==> src/rtl/csc_consts.svh <==
// converter sequencing control: command codes, field positions, defaults
// and timing counts as macros; included by every design file that needs them
`ifndef CSC_CONSTS_SVH
`define CSC_CONSTS_SVH
// ----------------------------------------------------------------
// command codes
// ----------------------------------------------------------------
`define CSC_CMD_OPERATION 8'h01
`define CSC_CMD_ON_OFF_CFG 8'h02
`define CSC_CMD_INPUT_TURN_ON_THRESHOLD 8'h35
`define CSC_CMD_INPUT_TURN_OFF_THRESHOLD 8'h36
`define CSC_CMD_TON_DELAY 8'h60
`define CSC_CMD_TON_RISE 8'h61
`define CSC_CMD_TOFF_DELAY 8'h64
`define CSC_CMD_TOFF_FALL 8'h65
`define CSC_CMD_STATUS 8'h79
`define CSC_CMD_GOOD_LIMITS 8'hd7
// ----------------------------------------------------------------
// field positions
// ----------------------------------------------------------------
`define CSC_CFG_PU 4
`define CSC_CFG_CMD 3
`define CSC_CFG_PIN 2
`define CSC_CFG_POL 1
`define CSC_CFG_CPA 0
`define CSC_OP_ON 7
`define CSC_OP_SKIP 6
// ----------------------------------------------------------------
// reset values and limits (millivolts, milliseconds)
// ----------------------------------------------------------------
`define CSC_OP_DEF 8'h00
`define CSC_CFG_DEF 8'h16
`define CSC_INPUT_TURN_ON_THRESHOLD_DEF 16'h1194
`define CSC_INPUT_TURN_ON_THRESHOLD_MIN 16'h109a
`define CSC_INPUT_TURN_ON_THRESHOLD_MAX 16'h1e46
`define CSC_INPUT_TURN_OFF_THRESHOLD_DEF 16'h0fa0
`define CSC_INPUT_TURN_OFF_THRESHOLD_MIN 16'h0fa0
`define CSC_INPUT_TURN_OFF_THRESHOLD_MAX 16'h1d4c
`define CSC_VIN_STEP 16'h00fa
`define CSC_TON_DELAY_DEF 8'h00
`define CSC_TON_RISE_DEF 8'h03
`define CSC_TOFF_DELAY_DEF 8'h00
`define CSC_TOFF_FALL_DEF 8'h03
`define CSC_MS_MAX 8'h64
`define CSC_MS_ONE 8'h01
`define CSC_LIMITS_DEF 8'h55
`define CSC_OVW_PCT 32'h00000069
`define CSC_BP6_UVLO_MV 16'h0e92
`define CSC_TRISTATE_MV 16'h00c8
`define CSC_PREBIAS_PULSES 8'h80
// ----------------------------------------------------------------
// timing
// ----------------------------------------------------------------
`define CSC_CLK_NS 8
`define CSC_SYNC_LAG_NS 500
`define CSC_SYNC_LAG_CYC ((`CSC_SYNC_LAG_NS + `CSC_CLK_NS - 1) / `CSC_CLK_NS)
`define CSC_US_NS 1000
`define CSC_US_CYC (`CSC_US_NS / `CSC_CLK_NS)
`define CSC_MS_US 1000
`endif

==> src/rtl/csc_pkg.sv <==
// converter sequencing control: shared types
// assumes nothing beyond a SystemVerilog compiler
package csc_pkg;
	typedef enum logic [2:0] {
		ST_OFF, ST_TON_WAIT, ST_RAMP_UP, ST_ON, ST_TOFF_WAIT, ST_RAMP_DOWN
	} csc_state_type;
endpackage : csc_pkg

==> src/rtl/csc_sync.sv <==
// two-flop synchroniser for pins from outside the clock domain
// assumes the inputs are levels held for several clock periods
`timescale 1ns/1ps
module csc_sync #(
	parameter int W = 1
) (
	input wire logic clk, // system clock
	input wire logic rst, // async reset, active high
	input wire logic ce, // clock enable
	input wire logic [W-1:0] d, // asynchronous inputs
	output logic [W-1:0] q // synchronised outputs
);
	logic [W-1:0] meta_r;

	always_ff @(posedge clk or posedge rst) begin
		if (rst) begin
			meta_r <= '0;
			q <= '0;
		end else if (ce) begin
			meta_r <= d;
			q <= meta_r;
		end
	end
endmodule : csc_sync

==> src/rtl/csc_timebase.sv <==
// microsecond and millisecond tick generator, restartable
// assumes a 125 MHz clock; clr restarts both counts from zero
`timescale 1ns/1ps
`include "csc_consts.svh"
module csc_timebase (
	input wire logic clk, // system clock
	input wire logic rst, // async reset, active high
	input wire logic ce, // clock enable
	input wire logic clr, // restart the timebase
	output logic us_tick, // one-cycle pulse each microsecond
	output logic ms_tick // one-cycle pulse each millisecond
);
	logic [6:0] cyc_r;
	logic [9:0] us_r;

	always_ff @(posedge clk or posedge rst) begin
		if (rst) begin
			cyc_r <= 7'h00;
			us_r <= 10'h000;
			us_tick <= 1'b0;
			ms_tick <= 1'b0;
		end else if (ce) begin
			us_tick <= 1'b0;
			ms_tick <= 1'b0;
			if (clr) begin
				cyc_r <= 7'h00;
				us_r <= 10'h000;
			end else if (cyc_r == 7'(`CSC_US_CYC - 1)) begin
				cyc_r <= 7'h00;
				us_tick <= 1'b1;
				if (us_r == 10'(`CSC_MS_US - 1)) begin
					us_r <= 10'h000;
					ms_tick <= 1'b1;
				end else begin
					us_r <= us_r + 10'h001;
				end
			end else begin
				cyc_r <= cyc_r + 7'h01;
			end
		end
	end
endmodule : csc_timebase

==> src/rtl/csc_top.sv <==
// converter sequencing control: switching clock and sync lock, input
// lockout, turn-on gating with delays, soft start/stop, prebias start-up,
// power-good and overvoltage warning.
// assumes analog readings (mV) and duty come from logic on CLK; sync,
// control and master/slave pins are asynchronous; commands are already
// decoded from the management bus into write/read strobes.
`timescale 1ns/1ps
`include "csc_consts.svh"
module csc_top import csc_pkg::*; (
	input wire logic CLK, // 125 MHz system clock
	input wire logic RST, // async reset, active high
	input wire logic CE, // clock enable, freezes all state when low
	input wire logic SYNC_PIN, // external switching clock pin
	input wire logic CONTROL_PIN, // on/off control pin
	input wire logic SLAVE_PIN, // high: unit is the parallel slave
	input wire logic [15:0] VIN_MV, // input voltage reading
	input wire logic [15:0] FB_MV, // feedback input reading
	input wire logic [15:0] VREF_MV, // final reference value
	input wire logic [15:0] BP6_MV, // internal 6 V regulator reading
	input wire logic [11:0] FREE_PERIOD, // resistor period in cycles
	input wire logic [11:0] DUTY, // high-side on-time in cycles
	input wire logic FAULT, // any fault condition present
	input wire logic CMD_WR, // command write strobe
	input wire logic CMD_RD, // command read strobe
	input wire logic [7:0] CMD_CODE, // command code
	input wire logic [15:0] CMD_DATA, // command write data
	output logic [15:0] RD_DATA, // command read data
	output logic RD_ACK, // read data valid pulse
	output logic HS_GATE, // high-side driver on
	output logic LS_GATE, // low-side driver on
	output logic [15:0] SS_REF_MV, // soft-start reference
	output logic POWER_GOOD_O, // power-good pad output, always low
	output logic POWER_GOOD_OE_N, // low while pulling power-good low
	output logic OV_WARN, // output overvoltage warning
	output logic SYNC_LOCKED, // locked to the external clock
	output logic CONVERTING // switching enabled
);
	// ----------------------------------------------------------------
	// pins and timebase
	// ----------------------------------------------------------------
	logic [2:0] pins_s;
	logic sync_s, ctl_s, slave_s, sync_d_r;
	logic us_tick, ms_tick, tb_clr;

	csc_sync #(.W(3)) u_sync (
		.clk(CLK),
		.rst(RST),
		.ce(CE),
		.d({SLAVE_PIN, CONTROL_PIN, SYNC_PIN}),
		.q(pins_s)
	);
	assign sync_s = pins_s[0];
	assign ctl_s = pins_s[1];
	assign slave_s = pins_s[2];

	csc_timebase u_tb (
		.clk(CLK),
		.rst(RST),
		.ce(CE),
		.clr(tb_clr),
		.us_tick(us_tick),
		.ms_tick(ms_tick)
	);

	// ----------------------------------------------------------------
	// configuration registers
	// ----------------------------------------------------------------
	logic [7:0] op_r, cfg_r, ton_dly_r, ton_rise_r, toff_dly_r, toff_fall_r;
	logic [7:0] lim_r;
	logic [15:0] input_turn_on_threshold_r, input_turn_off_threshold_r;

	function automatic logic [15:0] snap_mv(input logic [15:0] v,
		input logic [15:0] lo, input logic [15:0] hi);
		logic [15:0] c;
		c = (v < lo) ? lo : ((v > hi) ? hi : v);
		snap_mv = c - ((c - lo) % `CSC_VIN_STEP);
	endfunction : snap_mv

	function automatic logic [7:0] clamp_ms(input logic [15:0] v,
		input logic [7:0] lo);
		clamp_ms = (v > 16'(`CSC_MS_MAX)) ? `CSC_MS_MAX :
			((v < 16'(lo)) ? lo : v[7:0]);
	endfunction : clamp_ms

	always_ff @(posedge CLK or posedge RST) begin
		if (RST) begin
			op_r <= `CSC_OP_DEF;
			cfg_r <= `CSC_CFG_DEF;
			input_turn_on_threshold_r <= `CSC_INPUT_TURN_ON_THRESHOLD_DEF;
			input_turn_off_threshold_r <= `CSC_INPUT_TURN_OFF_THRESHOLD_DEF;
			ton_dly_r <= `CSC_TON_DELAY_DEF;
			ton_rise_r <= `CSC_TON_RISE_DEF;
			toff_dly_r <= `CSC_TOFF_DELAY_DEF;
			toff_fall_r <= `CSC_TOFF_FALL_DEF;
			lim_r <= `CSC_LIMITS_DEF;
		end else if (CE && CMD_WR) begin
			case (CMD_CODE)
			`CSC_CMD_OPERATION: op_r <= CMD_DATA[7:0];
			`CSC_CMD_ON_OFF_CFG: cfg_r <= CMD_DATA[7:0];
			`CSC_CMD_INPUT_TURN_ON_THRESHOLD: input_turn_on_threshold_r <= snap_mv(CMD_DATA,
				`CSC_INPUT_TURN_ON_THRESHOLD_MIN, `CSC_INPUT_TURN_ON_THRESHOLD_MAX);
			`CSC_CMD_INPUT_TURN_OFF_THRESHOLD: input_turn_off_threshold_r <= snap_mv(CMD_DATA,
				`CSC_INPUT_TURN_OFF_THRESHOLD_MIN, `CSC_INPUT_TURN_OFF_THRESHOLD_MAX);
			`CSC_CMD_TON_DELAY: ton_dly_r <= clamp_ms(CMD_DATA, 8'h00);
			`CSC_CMD_TON_RISE: ton_rise_r <= clamp_ms(CMD_DATA,
				`CSC_MS_ONE);
			`CSC_CMD_TOFF_DELAY: toff_dly_r <= clamp_ms(CMD_DATA, 8'h00);
			`CSC_CMD_TOFF_FALL: toff_fall_r <= clamp_ms(CMD_DATA, 8'h00);
			`CSC_CMD_GOOD_LIMITS: lim_r <= CMD_DATA[7:0];
			default: ;
			endcase
		end
	end

	// ----------------------------------------------------------------
	// input lockout and gating
	// ----------------------------------------------------------------
	logic uvlo_ok_r, gate, gate_d_r, pin_on, off_by_op;

	always_ff @(posedge CLK or posedge RST) begin
		if (RST) begin
			uvlo_ok_r <= 1'b0;
		end else if (CE) begin
			// hysteresis between the two thresholds
			if (VIN_MV >= input_turn_on_threshold_r)
				uvlo_ok_r <= 1'b1;
			else if (VIN_MV < input_turn_off_threshold_r)
				uvlo_ok_r <= 1'b0;
		end
	end

	assign pin_on = cfg_r[`CSC_CFG_POL] ? ctl_s : ~ctl_s;
	assign gate = uvlo_ok_r & (~cfg_r[`CSC_CFG_PU] |
		((~cfg_r[`CSC_CFG_CMD] | op_r[`CSC_OP_ON]) &
		(~cfg_r[`CSC_CFG_PIN] | pin_on)));
	assign off_by_op = cfg_r[`CSC_CFG_PU] & cfg_r[`CSC_CFG_CMD] &
		~op_r[`CSC_OP_ON];

	// ----------------------------------------------------------------
	// sequencer
	// ----------------------------------------------------------------
	csc_state_type state_r, state_nxt;
	logic [7:0] dly_r;
	logic [15:0] ref_r;
	logic skip_stop, sw_en, start_ok_r;

	// skip the controlled discharge per the cause of the stop
	assign skip_stop = off_by_op ? op_r[`CSC_OP_SKIP] :
		cfg_r[`CSC_CFG_CPA];

	always_comb begin
		state_nxt = state_r;
		case (state_r)
		ST_OFF:
			if (gate && !FAULT)
				state_nxt = ST_TON_WAIT;
		ST_TON_WAIT:
			if (!gate || FAULT)
				state_nxt = ST_OFF;
			else if (dly_r >= ton_dly_r)
				state_nxt = ST_RAMP_UP;
		ST_RAMP_UP, ST_ON:
			if (FAULT)
				state_nxt = cfg_r[`CSC_CFG_CPA] ? ST_OFF :
					ST_RAMP_DOWN;
			else if (!gate)
				state_nxt = ST_TOFF_WAIT;
			else if (state_r == ST_RAMP_UP && ref_r >= VREF_MV)
				state_nxt = ST_ON;
		ST_TOFF_WAIT:
			if (FAULT)
				state_nxt = cfg_r[`CSC_CFG_CPA] ? ST_OFF : ST_RAMP_DOWN;
			else if (gate)
				state_nxt = (ref_r >= VREF_MV) ? ST_ON : ST_RAMP_UP;
			else if (dly_r >= toff_dly_r)
				state_nxt = skip_stop ? ST_OFF :
					ST_RAMP_DOWN;
		ST_RAMP_DOWN:
			if (ref_r <= `CSC_TRISTATE_MV)
				state_nxt = ST_OFF;
		default: state_nxt = ST_OFF;
		endcase
	end

	always_ff @(posedge CLK or posedge RST) begin
		if (RST) begin
			state_r <= ST_OFF;
			gate_d_r <= 1'b0;
		end else if (CE) begin
			state_r <= state_nxt;
			gate_d_r <= gate;
		end
	end

	// delays count whole milliseconds from the latest change
	assign tb_clr = (gate != gate_d_r) || (state_nxt != state_r);

	always_ff @(posedge CLK or posedge RST) begin
		if (RST) begin
			dly_r <= 8'h00;
		end else if (CE) begin
			if (tb_clr)
				dly_r <= 8'h00;
			else if (ms_tick && dly_r != 8'hff)
				dly_r <= dly_r + 8'h01;
		end
	end

	// ----------------------------------------------------------------
	// soft start / soft stop reference ramp
	// ----------------------------------------------------------------
	// the ramp adds the final value each microsecond and spends it one
	// millivolt per cycle, so a full ramp takes the set time, or 1 ms when the fall time is 0
	logic [23:0] acc_r, acc_add;
	logic [16:0] den;
	logic [7:0] fall_eff;
	logic step;

	assign fall_eff = (toff_fall_r == 8'h00) ? `CSC_MS_ONE :
		toff_fall_r;
	assign den = 17'(32'((state_r == ST_RAMP_DOWN) ? fall_eff :
		ton_rise_r) * `CSC_MS_US);
	assign step = acc_r >= 24'(den);
	assign acc_add = us_tick ? 24'(VREF_MV) : 24'h000000;

	always_ff @(posedge CLK or posedge RST) begin
		if (RST) begin
			acc_r <= 24'h000000;
			ref_r <= 16'h0000;
		end else if (CE) begin
			case (state_r)
			ST_RAMP_UP: begin
				acc_r <= acc_r + acc_add - (step ? 24'(den) : 24'h000000);
				if (step && ref_r < VREF_MV)
					ref_r <= ref_r + 16'h0001;
			end
			ST_RAMP_DOWN: begin
				acc_r <= acc_r + acc_add - (step ? 24'(den) : 24'h000000);
				if (step && ref_r != 16'h0000)
					ref_r <= ref_r - 16'h0001;
			end
			ST_ON: begin
				acc_r <= 24'h000000;
				ref_r <= VREF_MV;
			end
			// hold the level: a stop cut short must not jump the output up
			ST_TOFF_WAIT: acc_r <= 24'h000000;
			default: begin
				acc_r <= 24'h000000;
				ref_r <= 16'h0000;
			end
			endcase
		end
	end

	// ----------------------------------------------------------------
	// prebias start
	// ----------------------------------------------------------------
	always_ff @(posedge CLK or posedge RST) begin
		if (RST) begin
			start_ok_r <= 1'b0;
		end else if (CE) begin
			if (state_r == ST_OFF || state_r == ST_TON_WAIT)
				start_ok_r <= 1'b0;
			else if (state_r == ST_RAMP_UP && ref_r > FB_MV)
				start_ok_r <= 1'b1;
		end
	end

	// tri-state whenever the sequencer is off or the ramp is behind
	assign sw_en = start_ok_r && state_r != ST_OFF &&
		state_r != ST_TON_WAIT;

	// ----------------------------------------------------------------
	// sync lock and loss detection
	// ----------------------------------------------------------------
	logic sync_edge, in_rng, too_long, lag_fire;
	logic [12:0] per_r;
	logic [1:0] good_r;
	logic [5:0] lag_r;
	logic [11:0] ph_r;
	logic cyc_start;

	// only the second flop's output and its delayed copy are used here
	assign sync_edge = slave_s ? (sync_d_r & ~sync_s) :
		(~sync_d_r & sync_s);
	assign in_rng = (16'(per_r) * 16'd5 >= 16'(FREE_PERIOD) * 16'd4) &&
		(16'(per_r) * 16'd5 <= 16'(FREE_PERIOD) * 16'd6);
	assign too_long = 16'(per_r) * 16'd5 > 16'(FREE_PERIOD) * 16'd6;

	always_ff @(posedge CLK or posedge RST) begin
		if (RST) begin
			sync_d_r <= 1'b0;
			per_r <= 13'h0000;
			good_r <= 2'h0;
			SYNC_LOCKED <= 1'b0;
		end else if (CE) begin
			sync_d_r <= sync_s;
			if (sync_edge) begin
				per_r <= 13'h0001;
				if (in_rng) begin
					if (good_r != 2'h3)
						good_r <= good_r + 2'h1;
					if (good_r != 2'h0)
						SYNC_LOCKED <= 1'b1;
				end else begin
					good_r <= 2'h0;
					SYNC_LOCKED <= 1'b0;
				end
			end else begin
				if (per_r != 13'h1fff)
					per_r <= per_r + 13'h0001;
				if (too_long) begin
					// an edge overdue by more than the window: clock lost
					good_r <= 2'h0;
					SYNC_LOCKED <= 1'b0;
				end
			end
		end
	end

	// switching-period start: sync edge plus fixed lag, or free-run
	assign lag_fire = (lag_r == 6'h01);
	assign cyc_start = SYNC_LOCKED ? lag_fire :
		(ph_r >= FREE_PERIOD - 12'h001);

	always_ff @(posedge CLK or posedge RST) begin
		if (RST) begin
			lag_r <= 6'h00;
			ph_r <= 12'h000;
		end else if (CE) begin
			if (SYNC_LOCKED && sync_edge)
				lag_r <= 6'(`CSC_SYNC_LAG_CYC);
			else if (lag_r != 6'h00)
				lag_r <= lag_r - 6'h01;
			if (cyc_start)
				ph_r <= 12'h000;
			else if (ph_r != 12'hfff)
				ph_r <= ph_r + 12'h001;
		end
	end

	// ----------------------------------------------------------------
	// gate drive with low-side widening after start
	// ----------------------------------------------------------------
	logic [7:0] pcnt_r;
	logic [11:0] off_len;
	logic [12:0] ls_allow;
	logic ls_full;

	assign off_len = (FREE_PERIOD > DUTY) ? FREE_PERIOD - DUTY : 12'h000;
	assign ls_allow = 13'((20'(off_len) * 20'(pcnt_r)) >> 7);
	assign ls_full = (pcnt_r == `CSC_PREBIAS_PULSES);

	always_ff @(posedge CLK or posedge RST) begin
		if (RST) begin
			pcnt_r <= 8'h00;
			HS_GATE <= 1'b0;
			LS_GATE <= 1'b0;
			CONVERTING <= 1'b0;
		end else if (CE) begin
			CONVERTING <= sw_en;
			if (!sw_en)
				pcnt_r <= 8'h00;
			else if (cyc_start && !ls_full)
				pcnt_r <= pcnt_r + 8'h01;
			HS_GATE <= sw_en && ph_r < DUTY;
			LS_GATE <= sw_en && ph_r >= DUTY && (ls_full ||
				13'(ph_r - DUTY) < ls_allow);
		end
	end

	// ----------------------------------------------------------------
	// overvoltage warning and power-good
	// ----------------------------------------------------------------
	logic [31:0] fb_pct, hi_lim, lo_lim, ovw_lim;
	logic overvoltage_warning, in_win;

	assign fb_pct = 32'(FB_MV) * 32'd100;
	assign ovw_lim = 32'(VREF_MV) * `CSC_OVW_PCT;
	assign hi_lim = 32'(VREF_MV) * (32'd100 + 32'(lim_r[7:4]));
	assign lo_lim = 32'(VREF_MV) * (32'd100 - 32'(lim_r[3:0]));
	assign overvoltage_warning = BP6_MV > `CSC_BP6_UVLO_MV && fb_pct > ovw_lim;
	assign in_win = fb_pct <= hi_lim && fb_pct >= lo_lim;

	always_ff @(posedge CLK or posedge RST) begin
		if (RST) begin
			OV_WARN <= 1'b0;
			POWER_GOOD_OE_N <= 1'b0;
			SS_REF_MV <= 16'h0000;
		end else if (CE) begin
			OV_WARN <= overvoltage_warning;
			// pull low unless in regulation, inside window, no overvoltage warning, fault-free
			POWER_GOOD_OE_N <= state_r == ST_ON && in_win && !overvoltage_warning &&
				!FAULT;
			SS_REF_MV <= ref_r;
		end
	end
	assign POWER_GOOD_O = 1'b0;

	// ----------------------------------------------------------------
	// read-back
	// ----------------------------------------------------------------
	logic [15:0] status;

	assign status = {5'h00, 3'(state_r), 2'h0, FAULT, CONVERTING,
		POWER_GOOD_OE_N, OV_WARN, uvlo_ok_r, SYNC_LOCKED};

	always_ff @(posedge CLK or posedge RST) begin
		if (RST) begin
			RD_DATA <= 16'h0000;
			RD_ACK <= 1'b0;
		end else if (CE) begin
			RD_ACK <= CMD_RD;
			if (CMD_RD) begin
				case (CMD_CODE)
				`CSC_CMD_OPERATION: RD_DATA <= {8'h00, op_r};
				`CSC_CMD_ON_OFF_CFG: RD_DATA <= {8'h00, cfg_r};
				`CSC_CMD_INPUT_TURN_ON_THRESHOLD: RD_DATA <= input_turn_on_threshold_r;
				`CSC_CMD_INPUT_TURN_OFF_THRESHOLD: RD_DATA <= input_turn_off_threshold_r;
				`CSC_CMD_TON_DELAY: RD_DATA <= {8'h00, ton_dly_r};
				`CSC_CMD_TON_RISE: RD_DATA <= {8'h00, ton_rise_r};
				`CSC_CMD_TOFF_DELAY: RD_DATA <= {8'h00, toff_dly_r};
				`CSC_CMD_TOFF_FALL: RD_DATA <= {8'h00, toff_fall_r};
				`CSC_CMD_GOOD_LIMITS: RD_DATA <= {8'h00, lim_r};
				`CSC_CMD_STATUS: RD_DATA <= status;
				default: RD_DATA <= 16'h0000;
				endcase
			end
		end
	end
endmodule : csc_top

==> config.mk <==
export PLATFORM = sky130hd
export DESIGN_NAME = csc_top
export DESIGN_NICKNAME = d
export VERILOG_FILES = /design/src/rtl/csc_pkg.sv /design/src/rtl/csc_sync.sv /design/src/rtl/csc_timebase.sv /design/src/rtl/csc_top.sv
export VERILOG_INCLUDE_DIRS = /design/src /design/src/rtl
export SDC_FILE = /design/constraint.sdc
export NUM_CORES = 2
export LEC_CHECK = 0
export ABC_AREA = 1
export BUFFER_PORTS_ARGS = -buffer_cell sky130_fd_sc_hd__buf_4
export CAP_MARGIN = 15
export CORE_MARGIN = 10
export CORE_UTILIZATION = 50
export CTS_CLUSTER_DIAMETER = 120
export DETAILED_ROUTE_END_ITERATION = 16
export PLACE_DENSITY = 0.66
export SLEW_MARGIN = 20
export SYNTH_ARGS = -nofsm -noshare
export SYNTH_HDL_FRONTEND = slang
export SYNTH_SLANG_ARGS = --single-unit
==> constraint.sdc <==
create_clock -name CLK -period 11.68 [get_ports CLK]
set_clock_uncertainty 0.15 [all_clocks]
set_input_delay 1.752 -clock CLK [delete_from_list [all_inputs] [get_ports CLK]]
set_output_delay 1.752 -clock CLK [all_outputs]
set_load 0.005 [all_outputs]
==> summary.md <==
• **hold path startpoint** RD_ACK$_DFFE_PP0P_
• **Post-CTS Hold Fix Bufs** 0
• **number of antenna violations at the first check in global routing** 0
• **Worst Hold Class** flop to flop
• **Min Clock Period, post-route** 10.60 ns
• **global placement routability congestion** 0.934
• **RR Startpoint** state_r[2]$_DFFE_PP0P_
• **worst endpoint required time** 11.97 ns
• **pins over their slew limit** 0
• **utilization after layout** 0.552
• **Worst Tran Pin Value** 0.908 ns
• **number of setup buffers added after CTS** 0
• **core area** 0.0763 sq mm
• **Post-Place Cell Area** 0.0410 sq mm
• **Clock transition at path regs** 0.06 ns
• **Top Ports** 161
• **horizontal extent of the die** 298 microns
• **Reg2Reg Depth** 64
• **largest net degree at the start of global routing** 149
• **clock buffers created by TritonCTS** 29
• **worst hold slack across all endpoints** 0.318 ns
• **Cells on Worst Hold Path** 2
• **Pwr per Cell Area** 185 mW/mm^2
• **Synth Warn #** 0
• **Synth Flop Type** sky130_fd_sc_hd__dfrtp_1
• **final-layout setup total negative slack** 0 ns
• **net total in the final layout** 6391
• **min setup slack post-route** 1.08 ns
• **number of instances in the synthesized netlist** 5209
• **effective utilization at floorplan** 0.507
• **number of flops mapped to enable cells by yosys** 0
• **number of DRC markers in iteration 0** 2116
• **share of cells above drive strength 1** 0.0725
• **commonest cells after routing, fill and taps aside** sky130_fd_sc_hd__inv_1, sky130_fd_sc_hd__nand2_1, sky130_fd_sc_hd__ha_1
• **final instance area** 0.0421 sq mm
• **Final HPWL DP** 84700 microns
• **kind of start point of the critical path** flop
• **final routed wirelength across all metal layers** 103000 microns
• **type of the worst setup path** flop to flop
• **clock tree from TritonCTS** yes
• **post-route ant nets** 0
• **Congestion Overflow GR** 0
• **vias in the first global route** 32500
• **Overall Global Routing Usage** 0.230
• **most common cell after layout, fill and taps aside** sky130_fd_sc_hd__inv_1
• **setup repair after global routing missed its margin** no
• **Mean Syn Cell Area** 7.43 sq um
• **detail-routed net length per standard cell** 16.1 microns
• **Synth Cell Area** 0.0387 sq mm
• **Max Root-Sink Buffers** 3
• **CTS sink count** 246
• **count of port buffers added during placement** 158
• **worst-case hold path end point** RD_ACK$_DFFE_PP0P_
• **arrival time reported for the critical path endpoint** 10.89 ns
• **Peak VDD IR** 219 uV
• **worst rel slew slack** 0.390
• **CTS H-tree lvls** 1
• **remaining design rule violation count** 0
• **average via count per standard cell** 5.22
• **fin crit share** 0.908
• **Max Cap Viol** 0
• **library cell used as clock root buffer** sky130_fd_sc_hd__clkbuf_16
• **# setup viols final** 0
• **status** complete, no violations
• **maximum achievable frequency** 94.3 MHz
• **master of the slowest instance on the critical path** sky130_fd_sc_hd__fa_1
• **synthesis-to-layout area growth** 8.72%
• **count of state elements after synthesis** 246
• **total die area** 0.0890 sq mm
• **share of synthesized registers carrying an async set or reset** 1.00
• **Hold Vio Cnt, Final** 0
• **endpoint kind of the worst setup timing path** flop
• **largest stage delay on the critical path** 0.54 ns
• **vias after detailed routing** 33400
• **endpoint of the lowest-slack register-to-register path** acc_r[23]$_DFFE_PP0P_
• **Antenna Diode Count** 0
• **Placement Rows** 101
• **Place WS** 0.602 ns
• **slack of the worst reg-to-reg path** 1.08 ns
• **clock latency on the worst-skew pair** 0.58 ns
• **Crit Path Max Fanout** 11
• **leakage power summed over all cells** 23.3 nW
• **wire length of the first global-routing pass** 170000 microns
• **die height** 298 microns
• **Netlist cell types** 72
• **number of filler cells placed in the layout** 7470
• **sequential cell area fraction in the yosys report** 0.160
• **number of iterations in the first detailed-routing pass** 6
[cells by family (layout without fill, tap and decap cells)]
logic type	count (synthesis)	in the layout	share of synthesized area
flops	246	246	0.160
other cells	2	10	0.000194
buf+inv	1230	1377	0.120
xor+xnor	200	200	0.0452
fa+ha+maj	928	928	0.352
simple gates	1795	1795	0.200
compound gates	808	808	0.122
[state kept, by name, indices dropped and copies added (netlist names), 6 cells and up]
name / flops
ton_dly_r: 8
u_tb.us_r: 10
ph_r: 12
toff_dly_r: 8
u_tb.cyc_r: 7
RD_DATA: 16
lim_r: 8
acc_r: 24
input_turn_on_threshold_r: 15
pcnt_r: 8
cfg_r: 8
toff_fall_r: 8
ref_r: 16
op_r: 8
input_turn_off_threshold_r: 15
dly_r: 8
SS_REF_MV: 16
per_r: 13
ton_rise_r: 8
lag_r: 6
[timing repair]
| action | CTS | global route |
|---|---|---|
| gates resized for setup | 0 | 7 |
| hold endpoints to repair | 0 | 0 |
| setup endpoints to repair | 0 | 5 |
[critical path, delay by kind of cell (launching register included)]
family | cells | cell delay (ns)
XOR/XNOR | 1 | 0.28
buffers and inverters | 15 | 1.56
AND/OR/NAND/NOR | 23 | 2.01
AO/OA/AOI/OAI | 17 | 2.70
flip-flops | 1 | 0.44
adder cells (fa/ha/maj) | 8 | 3.29
[per-stage QoR]
stage,power (mW),std cells
after floorplan,5.44,5217
after global placement,6.59,6341
after detailed placement,6.69,6341
after CTS,7.77,6394
after global routing,8.80,6394
final,7.78,6394
[worst max-delay path by stage]
stage | startpoint | end | slack, ns | cells past startpoint
floorplan | state_r[0]$_DFFE_PP0P_ | acc_r[22]$_DFFE_PP0P_ | 1.58 | 62
detailed placement | state_r[0]$_DFFE_PP0P_ | acc_r[23]$_DFFE_PP0P_ | 0.60 | 63
global placement | state_r[0]$_DFFE_PP0P_ | acc_r[23]$_DFFE_PP0P_ | 0.78 | 63
global route | state_r[2]$_DFFE_PP0P_ | acc_r[23]$_DFFE_PP0P_ | 0.04 | 64
CTS | state_r[0]$_DFFE_PP0P_ | acc_r[23]$_DFFE_PP0P_ | 0.52 | 63
finish | state_r[2]$_DFFE_PP0P_ | acc_r[23]$_DFFE_PP0P_ | 1.08 | 64
[metal layers]
| metal | track usage | vias to the layer above | wire length, microns |
|---|---|---|---|
| met5 | 0 | - | 0 |
| met2 | 0.365 | 809 | 44900 |
| met4 | 0.0443 | 0 | 2200 |
| met1 | 0.326 | 15500 | 49500 |
| met3 | 0.0368 | 104 | 6400 |
| li1 | - | 16900 | - |
[synth_stat cells, types with 10 or more instances]
master	n	area, sq um
sky130_fd_sc_hd__xnor2_1	61	534
sky130_fd_sc_hd__nor3_1	60	300
sky130_fd_sc_hd__o21a_1	19	143
sky130_fd_sc_hd__o21ai_1	17	85.1
sky130_fd_sc_hd__inv_2	26	97.6
sky130_fd_sc_hd__o2111ai_1	10	87.6
sky130_fd_sc_hd__nand3_2	12	120
sky130_fd_sc_hd__a21o_1	13	97.6
sky130_fd_sc_hd__xor2_1	139	1220
sky130_fd_sc_hd__ha_1	657	8220
sky130_fd_sc_hd__clkinv_1	10	37.5
sky130_fd_sc_hd__o31ai_1	14	105
sky130_fd_sc_hd__fa_1	271	5430
sky130_fd_sc_hd__nand4_1	47	294
sky130_fd_sc_hd__inv_1	1109	4160
sky130_fd_sc_hd__o21ai_0	231	1160
sky130_fd_sc_hd__dfstp_2	22	578
sky130_fd_sc_hd__nand3_1	205	1030
sky130_fd_sc_hd__o21bai_1	40	300
sky130_fd_sc_hd__nand2_1	950	3570
sky130_fd_sc_hd__o22ai_1	54	338
sky130_fd_sc_hd__a21oi_1	295	1480
sky130_fd_sc_hd__dfrtp_1	224	5610
sky130_fd_sc_hd__nor4_1	18	113
sky130_fd_sc_hd__o32ai_1	15	131
sky130_fd_sc_hd__nand2_2	37	231
sky130_fd_sc_hd__nor2_1	398	1490
sky130_fd_sc_hd__nor2_2	13	81.3
sky130_fd_sc_hd__clkbuf_1	75	282
sky130_fd_sc_hd__nand3b_1	12	90.1
sky130_fd_sc_hd__a211oi_1	11	82.6
sky130_fd_sc_hd__a31oi_1	13	81.3
sky130_fd_sc_hd__o211ai_1	16	120
[cell type report]
cell class / count / area, sq um / share of cell area
inverter: 1146 / 4310 / 0.102
tap: 1030 / 1290 / 0.0306
clock inverter: 15 / 224 / 0.00532
clock buffer: 38 / 810 / 0.0192
multi-input combinational: 3741 / 27900 / 0.663
timing repair buffer: 178 / 1350 / 0.0320
sequential: 246 / 6180 / 0.147
[power breakdown]
group	total (mW)	switching, mW	internal, mW
clock	1.00	0.402	0.600
combinational	5.69	3.53	2.16
sequential	1.09	0.119	0.968
total	7.78	4.05	3.73
Note: power is estimated with default switching activity, not from simulation.
